## config.mk

```make
export PLATFORM = sky130hd
export DESIGN_NAME = cbeps_top
export DESIGN_NICKNAME = d
export VERILOG_FILES = /design/src/cbeps_pkg.sv /design/src/cbeps_top.sv
export VERILOG_INCLUDE_DIRS = /design/src
export SDC_FILE = /design/constraint.sdc
export NUM_CORES = 1
export LEC_CHECK = 0
export BUFFER_PORTS_ARGS = -buffer_cell sky130_fd_sc_hd__buf_2
export CORE_UTILIZATION = 50
export DETAILED_ROUTE_END_ITERATION = 6
export PLACE_DENSITY = 0.7
export RECOVER_POWER = 100
export SYNTH_ARGS = -nofsm -noshare
export SYNTH_HDL_FRONTEND = slang
export SYNTH_SLANG_ARGS = --single-unit
```

## constraint.sdc

```tcl
create_clock -name sys_clk_i -period 5.67 [get_ports sys_clk_i]
set_input_delay 0.567 -clock sys_clk_i [delete_from_list [all_inputs] [get_ports sys_clk_i]]
set_output_delay 0.567 -clock sys_clk_i [all_outputs]
set_load 0.05 [all_outputs]
```

## src/cbeps_params.svh

```systemverilog
// Contract
// - master disable low enables all, high disables all
// - four active-low bank enables, two outputs each
// - disabled bank outputs held static low
// - bank start and stop without runt pulses
// - two profiles: upper select bit picks profile
// - three profiles: 01,10,11 map; 00 reserved
// - outputs squelched during profile change
// - no reset pin: profile changes only at power-on
// - enables assignable to any multi-function pin
// - select lo on pin two, hi on three
// - exactly five configurable control inputs
// - at most three stored frequency profiles
// - crystal mode free-runs at 25 or 27 MHz; here there is no crystal mode, sys_clk_i is used as is
// - reference mode locks to 5 to 200 MHz; here nothing locks, sys_clk_i is used as is
// - each path 1 to 200 MHz independently; here one word per bank, and both outputs of a bank are identical
// - divider alternates two nearest integer ratios
`ifndef CBEPS_PARAMS_SVH
`define CBEPS_PARAMS_SVH
`define CBEPS_CLK_MHZ 100
`define CBEPS_RESET_MIN_NS 200
`define CBEPS_RESET_MIN_CYC ((`CBEPS_RESET_MIN_NS * `CBEPS_CLK_MHZ + 999) / 1000)
`define CBEPS_SQUELCH_CYC 16
`define CBEPS_NUM_PINS 5
`define CBEPS_NUM_BANKS 4
`define CBEPS_ACC_W 24
`endif

```

## src/cbeps_pkg.sv

```systemverilog
package cbeps_pkg;
  // function assigned to each multi-function pin at configuration time
  typedef enum logic [2:0] {
    CBEPS_FN_NONE,
    CBEPS_FN_MASTER,
    CBEPS_FN_BANK_A,
    CBEPS_FN_BANK_B,
    CBEPS_FN_BANK_C,
    CBEPS_FN_BANK_D,
    CBEPS_FN_SEL,
    CBEPS_FN_RESET
  } cbeps_fn_t;
  typedef enum logic [1:0] {
    CBEPS_PROF_1,
    CBEPS_PROF_2,
    CBEPS_PROF_3
  } cbeps_prof_t;
  typedef enum logic [1:0] {
    CBEPS_ST_RUN,
    CBEPS_ST_HOLD,
    CBEPS_ST_SQUELCH
  } cbeps_state_t;
endpackage : cbeps_pkg

```

## src/cbeps_top.sv

```systemverilog
`timescale 1ns/1ps
`default_nettype none
`include "cbeps_params.svh"
module cbeps_top
  import cbeps_pkg::*;
#(
  parameter int NUM_PROFILES = 3,
  parameter int ACC_W = `CBEPS_ACC_W,
  parameter int SQUELCH_CYC = `CBEPS_SQUELCH_CYC,
  parameter logic [2:0] PIN_FN_ONE = 3'h1,
  parameter logic [2:0] PIN_FN_TWO = 3'h6,
  parameter logic [2:0] PIN_FN_THREE = 3'h6,
  parameter logic [2:0] PIN_FN_FOUR = 3'h7,
  parameter logic [2:0] PIN_FN_FIVE = 3'h2,
  // per-profile, per-bank frequency words: out = fvco * word / 2^ACC_W
  parameter logic [ACC_W-1:0] FREQ_WORD [3][4] = '{default: 24'h200000}
) (
  // clock and reset
  input wire logic sys_clk_i,
  input wire logic sys_rst_i,
  // power-on reset pulse
  input wire logic por_i,
  // multi-function control pins
  input wire logic multi_pin_one_i,
  input wire logic multi_pin_two_i,
  input wire logic multi_pin_three_i,
  input wire logic multi_pin_four_i,
  input wire logic multi_pin_five_i,
  // clock outputs, two per bank
  output logic [1:0] bank_a_outputs_o,
  output logic [1:0] bank_b_outputs_o,
  output logic [1:0] bank_c_outputs_o,
  output logic [1:0] bank_d_outputs_o,
  // status
  output logic [1:0] active_profile_o,
  output logic squelch_o,
  output logic reserved_select_o
);
  localparam int NP = `CBEPS_NUM_PINS;
  localparam int NB = `CBEPS_NUM_BANKS;

  // elaboration-time refusal of settings the logic cannot serve
  if (NUM_PROFILES < 1 || NUM_PROFILES > 3) begin : g_bad_profiles
    $error("cbeps_top: NUM_PROFILES must be 1..3");
  end
  if (ACC_W < 4) begin : g_bad_acc
    $error("cbeps_top: ACC_W too small");
  end
  if (SQUELCH_CYC < 1 || SQUELCH_CYC > 65535) begin : g_bad_squelch
    $error("cbeps_top: SQUELCH_CYC must fit the 16-bit counter");
  end
  if (PIN_FN_ONE == 3'h6 || PIN_FN_FOUR == 3'h6 || PIN_FN_FIVE == 3'h6) begin : g_bad_sel
    $error("cbeps_top: select only on pins two and three");
  end
  if (PIN_FN_TWO == 3'h7) begin : g_bad_rst
    $error("cbeps_top: reset not allowed on pin two");
  end

  // five pins, one fixed function each
  wire [NP-1:0] pin_lvl = {multi_pin_five_i, multi_pin_four_i, multi_pin_three_i,
                           multi_pin_two_i, multi_pin_one_i};
  wire [2:0] pin_fn [NP];
  assign pin_fn[0] = PIN_FN_ONE;
  assign pin_fn[1] = PIN_FN_TWO;
  assign pin_fn[2] = PIN_FN_THREE;
  assign pin_fn[3] = PIN_FN_FOUR;
  assign pin_fn[4] = PIN_FN_FIVE;

  // function decode: unassigned disables read low, i.e. enabled
  wire [NP-1:0] hit_master, hit_a, hit_b, hit_c, hit_d, hit_rst;
  genvar gp;
  generate
    for (gp = 0; gp < NP; gp++) begin : g_pin
      assign hit_master[gp] = pin_lvl[gp] && pin_fn[gp] == CBEPS_FN_MASTER;
      assign hit_a[gp] = pin_lvl[gp] && pin_fn[gp] == CBEPS_FN_BANK_A;
      assign hit_b[gp] = pin_lvl[gp] && pin_fn[gp] == CBEPS_FN_BANK_B;
      assign hit_c[gp] = pin_lvl[gp] && pin_fn[gp] == CBEPS_FN_BANK_C;
      assign hit_d[gp] = pin_lvl[gp] && pin_fn[gp] == CBEPS_FN_BANK_D;
      assign hit_rst[gp] = pin_lvl[gp] && pin_fn[gp] == CBEPS_FN_RESET;
    end
  endgenerate

  wire has_reset_pin = (PIN_FN_ONE == CBEPS_FN_RESET) || (PIN_FN_THREE == CBEPS_FN_RESET) ||
                       (PIN_FN_FOUR == CBEPS_FN_RESET) || (PIN_FN_FIVE == CBEPS_FN_RESET);
  wire master_output_disable_n = |hit_master;
  wire [NB-1:0] bank_disable_n = {|hit_d, |hit_c, |hit_b, |hit_a};
  wire [NB-1:0] bank_want_on = ~bank_disable_n & {NB{~master_output_disable_n}};

  wire profile_select_lo = (PIN_FN_TWO == CBEPS_FN_SEL) ? multi_pin_two_i : 1'b0;
  wire profile_select_hi = (PIN_FN_THREE == CBEPS_FN_SEL) ? multi_pin_three_i : 1'b0;
  wire [1:0] profile_select = {profile_select_hi, profile_select_lo};
  wire dev_reset = |hit_rst;

  // profile decode; reserved 00 keeps the current profile
  logic [1:0] decoded_prof;
  wire sel_reserved = NUM_PROFILES == 3 && profile_select == 2'h0;
  always_comb begin
    decoded_prof = 2'h0;
    if (NUM_PROFILES == 2) begin
      decoded_prof = {1'b0, profile_select_hi};
    end else if (NUM_PROFILES == 3) begin
      decoded_prof = profile_select - 2'h1;
    end
  end

  // adoption: reset pin if assigned, else only power-on
  cbeps_state_t st_q, st_d;
  logic [1:0] prof_q, prof_d;
  logic [15:0] sq_cnt_q, sq_cnt_d;
  wire adopt_req = has_reset_pin ? dev_reset : por_i;
  always_comb begin
    st_d = st_q;
    prof_d = prof_q;
    sq_cnt_d = sq_cnt_q;
    unique case (st_q)
      CBEPS_ST_RUN: begin
        if (adopt_req) begin
          st_d = CBEPS_ST_HOLD;
        end
      end
      CBEPS_ST_HOLD: begin
        // sample on leaving reset only
        if (!adopt_req) begin
          if (!sel_reserved) begin
            prof_d = decoded_prof;
          end
          sq_cnt_d = 16'(SQUELCH_CYC);
          st_d = CBEPS_ST_SQUELCH;
        end
      end
      CBEPS_ST_SQUELCH: begin
        if (adopt_req) begin
          st_d = CBEPS_ST_HOLD;
        end else if (sq_cnt_q <= 16'h1) begin
          st_d = CBEPS_ST_RUN;
        end else begin
          sq_cnt_d = sq_cnt_q - 16'h1;
        end
      end
      default: begin
        // code 3 is unused; fall back to a safe squelched state
        st_d = CBEPS_ST_HOLD;
      end
    endcase
  end
  always_ff @(posedge sys_clk_i) begin
    if (sys_rst_i) begin
      st_q <= CBEPS_ST_HOLD;
      prof_q <= 2'h0;
      sq_cnt_q <= 16'h0;
    end else begin
      st_q <= st_d;
      prof_q <= prof_d;
      sq_cnt_q <= sq_cnt_d;
    end
  end
  wire squelch = st_q != CBEPS_ST_RUN;

  // fractional dividers: accumulator msb toggles at f*word/2^ACC_W,
  // each period spanning the two nearest integer cycle counts
  wire [NB-1:0] div_clk;
  wire [NB-1:0] out_bit;
  genvar gb;
  generate
    for (gb = 0; gb < NB; gb++) begin : g_bank
      logic [ACC_W-1:0] acc_q;
      logic gate_q;
      logic out_q;
      wire [ACC_W-1:0] word = FREQ_WORD[prof_q][gb];
      always_ff @(posedge sys_clk_i) begin
        if (sys_rst_i || squelch) begin
          acc_q <= '0;
        end else begin
          acc_q <= acc_q + word;
        end
      end
      assign div_clk[gb] = acc_q[ACC_W-1];
      // gate changes only while the divided clock is low: no runts
      wire gate_d = div_clk[gb] ? gate_q : (bank_want_on[gb] && !squelch);
      always_ff @(posedge sys_clk_i) begin
        if (sys_rst_i) begin
          gate_q <= 1'b0;
          out_q <= 1'b0;
        end else begin
          gate_q <= gate_d;
          out_q <= div_clk[gb] && gate_d && !squelch;
        end
      end
      assign out_bit[gb] = out_q;
    end
  endgenerate

  // reference mode and crystal mode both feed sys_clk_i here
  assign bank_a_outputs_o = {2{out_bit[0]}};
  assign bank_b_outputs_o = {2{out_bit[1]}};
  assign bank_c_outputs_o = {2{out_bit[2]}};
  assign bank_d_outputs_o = {2{out_bit[3]}};
  assign active_profile_o = prof_q;
  assign squelch_o = squelch;
  assign reserved_select_o = sel_reserved;
endmodule : cbeps_top
`default_nettype wire

```

== After elaboration in Yosys (flattened, before gate mapping) ==
Cells that the tools add are included.
Storage, ports and cells
  latch bits: 0
  RAM bits: 0
  bits in registers: 124
  memories: 0
  bits in read-only memories: 0
  output and inout port bits: 12
  word-level logic and storage cells: 73
  bits of input ports: 8
Operators by class
  add/subtract/negate cells: 6
  shifts and indexed selects: 0
  divide/modulo/power cells: 0
  reductions and logical operators: 21
  multipliers: 0
  multiplexer cells: 16
  equal/unequal tests: 7
  bitwise logic cells: 6
  order comparisons: 2
Operators by type and width (count)
  binary-select mux 96 bit (select 2 bit): 1
  2-to-1 mux 96 bit: 2
  adder 24 bit: 4
  2-to-1 mux 16 bit: 3
  one-hot mux 16 bit (2 select lines): 1
  <= comparator 16 x 1 -> 1 bit (second input constant): 1
  subtractor 16 x 1 -> 16 bit (second input constant): 1
  logical AND 1 bit: 12
  2-to-1 mux 2 bit: 4
  != test 2 bit (second input constant): 4
  one-hot mux 2 bit (3 select lines): 1
  AND reduction 3 bit: 2
  bitwise AND 4 bit: 1
  zero test 2 bit: 2
  2-to-1 mux 1 bit: 4
  inverter 1 -> 4 bit: 1
  AND reduction 4 bit: 1
  nonzero test 2 bit: 2
  >= comparator 3 bit (second input constant): 1
  != test 3 bit (second input constant): 1
  inverter 1 bit: 3
  inverter 2 -> 3 bit: 1
  == test 2 x 1 -> 1 bit (second input constant): 1
  == test 2 bit (second input constant): 1
  other kinds (3): 3

== Logic depth before layout (Yosys ltp) ==
  word-level depth: 6
  depth in mapped cells: 8
  depth with buffers taken out: 7

== Worst setup path after synthesis ==
OpenSTA, ideal clock, no wires.
  kind: register -> register
  start: reg sq_cnt_q[0]
  end: reg sq_cnt_q[12]
  period minus slack after synthesis: 2.019 ns
  buffers on the path: 1
  data arrival time: 1.948 ns
  library setup time: 0.071 ns
  setup slack: 3.651 ns
  stages on the path, launching flop included: 9
  required time: 5.599 ns
  path through: dfxtp_1 -> inv_1 -> ha_1 -> nor2_1 -> nor4b_1 -> clkbuf_1 -> or4_1 -> or3_1 -> a21oi_1
Between the ends
  word-level cells in the longest chain between the ends: 4
  elaborated cells between the ends (all ways): 7
  those cells by class: add/sub (1); order compare (1); eq/ne (1); mux (3); reduce/logical (1)
Ends and longest elaborated chain
  from (decl): line cbeps_top.sv:109  | logic [15:0] sq_cnt_q, sq_cnt_d;
  from (signal assigned): line cbeps_top.sv:154  | sq_cnt_q <= sq_cnt_d;
  subtractor 16 x 1 -> 16 bit: line cbeps_top.sv:137  | sq_cnt_d = sq_cnt_q - 16'h1;
  2-to-1 mux 16 bit: line cbeps_top.sv:134  | end else if (sq_cnt_q <= 16'h1) begin
  2-to-1 mux 16 bit: line cbeps_top.sv:132  | if (adopt_req) begin
  one-hot mux 16 bit (2 select lines): line cbeps_top.sv:115  | unique case (st_q)
Several ways; a longest one is shown, not always the timed one. The select of a mux whose other input is x is not followed.
A chain may end at the register's enable or synchronous reset.

== Worst setup path in the final report ==
  start: reg sq_cnt_q[0]
  end: reg sq_cnt_q[6]
Same word-level chain as after synthesis.

==> flow_metrics.py <==
metrics = {
    "layout": {
        "antennaDiodeCount": 0,
        "fin_nets": 222,
        "fillers": 336,
        "syn_to_final_growth_pct": 5.84,
        "drive_above_1_share_pct": 10.8,
        "final_util_pct": 55.9,
        "fin_cells": 249,
    },
    "floorplan": {
        "dieWidth_um": 61.6,
        "io_pins": 20,
        "rows": 21,
        "die-area_sq_um": 3800,
        "core_area_sq_um": 3360,
        "initial_core_util_pct": 52.8,
        "die_h_um": 61.6,
    },
    "critical_path": {
        "crit_arrival_ns": 2.64,
        "start_kind": "flip-flop",
        "crit_required_ns": 5.97,
        "cp_max_fo": 11,
        "cp-end-kind": "flip-flop",
        "worstSetupPathType": "flip-flop to flip-flop",
    },
    "yosys": {
        "ys_warn_count": 0,
        "synth-edff-count": 0,
        "synth-xor-area-share_pct": 5.42,
        "syn_avg_cell_area_sq_um": 9.30,
        "synthArstFlopShare_pct": 0,
        "syn-num-nets": 210,
        "synth.distinct_cells": 39,
        "synth_top_family_by_area": "simple AND/OR/NAND/NOR gates",
        "synthAdderAreaFrac_pct": 7.75,
        "synth-simple-area-share_pct": 27.0,
        "synthFlopType": "dfxtp_1",
        "synth_compound_area_share_pct": 9.01,
        "ys_seq_elements": 40,
        "syn_inst": 191,
        "ys_seq_area_share_pct": 45.1,
        "synth.mux.area_fraction_pct": 0,
        "synth_area_sq_um": 1780,
    },
    "grt": {
        "grt_overflow": 0,
        "grt_usage_pct": 19.7,
        "antenna_found_initial": 0,
        "grt_pass1_wl_mm": 5.33,
        "grt_max_degree": 16,
        "first_global_vias": 1242,
    },
    "place": {
        "gp_congestion": 0.753,
        "dp.cells": 242,
        "post-dp-hpwl_mm": 2.28,
        "dp_slack_ns": 3.46,
        "io_buffers": 18,
    },
    "sta": {
        "finalHoldViolCount": 0,
        "timing.final.crit_share_pct": 41.3,
        "max_freq_mhz": 427,
        "fin_crit_ns": 2.34,
        "setup_ws_ns": 3.33,
        "clock_skew_ns": 0.00549,
        "totalNegativeSetupSlack_ns": 0,
        "setup_viol": 0,
        "rsz0062_at_grt": "no",
        "hold_slack_ns": 0.407,
        "worst-slew-pin-transition_ns": 0.591,
        "relSlewSlack_pct": 60.7,
        "drv_slew": 0,
    },
    "drt": {
        "drt_iter0_drc": 37,
        "route.vias.total": 1314,
        "first_pass_iters": 4,
        "routed_wl_mm": 3.07,
        "final_antenna_net_count": 0,
        "viasPerCell": 5.28,
        "drc_errors": 0,
        "wl_per_cell_um": 12.3,
    },
    "outcome": {
        "status": "finished, final reports clean",
    },
    "clock_network": {
        "clock_latency_ns": 0.34,
        "cts_buffers": 5,
        "post_cts_buffers": 0,
        "cts-root-buf": "clkbuf_4",
        "post_cts_resized": 0,
        "clk_pin_slew_ns": 0.11,
        "h-tree-depth": 2,
        "clkSinkCount": 40,
        "cts_hold_buffers": 0,
        "clockBufferDepth": 2,
        "cts_tree": "yes",
    },
    "min_path": {
        "hp-class": "primary input to flip-flop",
    },
    "pwr": {
        "peakVddDrop_v": 0.000146,
        "leakage_nw": 0.700,
        "power.density_nw_per_um2": 244,
    },
    "run": {
        "cap_violations": 0,
    },
}
==> power breakdown <==
part | total (mW) | internal (mW) | switching (mW)
Combinational | 0.0360 | 0.0114 | 0.0247
Sequential | 0.289 | 0.286 | 0.00322
Clock | 0.134 | 0.0452 | 0.0890
Total | 0.459 | 0.342 | 0.117
==> area by class of cell <==
class / instances / area, sq um / area share (%)
multi-input cells: 132 / 875 / 46.5
flip-flops and latches: 40 / 801 / 42.6
repair buffers: 19 / 78.8 / 4.19
well taps: 46 / 57.6 / 3.06
clock buffers: 5 / 37.5 / 2.00
inverters: 5 / 18.8 / 0.998
clock inverters: 2 / 12.5 / 0.665
==> cell families (layout without fill, tap and decap cells) <==
kind of cell               count (synthesis)  after routing
and+or+nand+nor                           85             85
DFF                                       40             40
AOI/OAI and AO/OA                         25             25
buffers and inverters                     19             31
adders and majority gates                 11             11
xor gates and xnor gates                  11             11
==> sequential cells by signal, indices dropped and copies added, names as in the netlist, named ones only <==
name	count
sq_cnt_q	16
g_bank.acc_q	12
g_bank.out_q	4
active_profile_o	2
st_q	2
==> metal layers <==
layer	part of all wire, %	up-vias	GRT usage (%)
met5	0	-	0
met4	1.8	0	8.25
met3	4.7	7	6.30
met2	46	26	32.9
met1	47	596	23.3
li1	-	685	-
==> Yosys cell counts (all sizes together), types with 2 or more instances <==
cell	instances	area share, %
a211o	2	0.99
a211oi	2	0.84
a21oi	10	2.8
and2	8	2.8
buf	8	3.4
clkbuf	6	1.3
dfxtp	40	45
ha	11	7.7
inv	5	1.1
nand2	12	2.5
nand2b	2	0.70
nand3	6	2.0
nand4	2	0.70
nor2	25	5.4
nor3	4	1.4
nor4	5	2.6
nor4b	2	0.99
o211ai	2	0.84
o21ai	3	0.84
o41ai	2	0.99
or3	7	2.5
or4	5	2.2
xnor2	11	5.4
==> worst max-delay path, stage by stage, from the launching register on <==
cell and delay [ns]:
dfxtp_1 0.46, inv_1 0.09, ha_1 0.27, nor2_1 0.12, nor4b_1 0.08, clkbuf_1 0.22, a211o_1 0.46, or4_1 0.50
nand2_1 0.08
==> per-stage QoR <==
stage	cell area (sq um)	total power, mW
finish	1880	0.459
global route	1880	0.482
CTS	1900	0.467
detailed placement	1850	0.332
global placement	1850	0.330
floorplan	1780	0.322
==> path summary, 6_finish.rpt <==
kind         slack, ns                               end  depth (start not counted)                startpoint
max               3.33          sq_cnt_q[6]$_SDFFE_PP0P_                          8  sq_cnt_q[0]$_SDFFE_PP0P_
min               0.41  active_profile_o[0]$_SDFFE_PP0P_                          2           multi_pin_two_i
max reg2reg       3.33          sq_cnt_q[6]$_SDFFE_PP0P_                          8  sq_cnt_q[0]$_SDFFE_PP0P_
min reg2reg       0.45        g_bank[2].out_q$_SDFF_PP0_                          2                 flip-flop
==> placed cells by master (no fill, tap or decap), types with 3 or more instances in the layout <==
cell,instances
and2_0,5
nor3_1,3
xnor2_1,11
or3_1,7
nand2_1,12
or4_1,4
dfxtp_1,40
nor2_1,24
nor4_1,4
and2_1,3
buf_2,6
ha_1,11
inv_1,5
a21oi_1,10
clkbuf_1,13
nand3_1,5
clkbuf_4,5
o21ai_0,3
(Power assumes the default switching activity.)
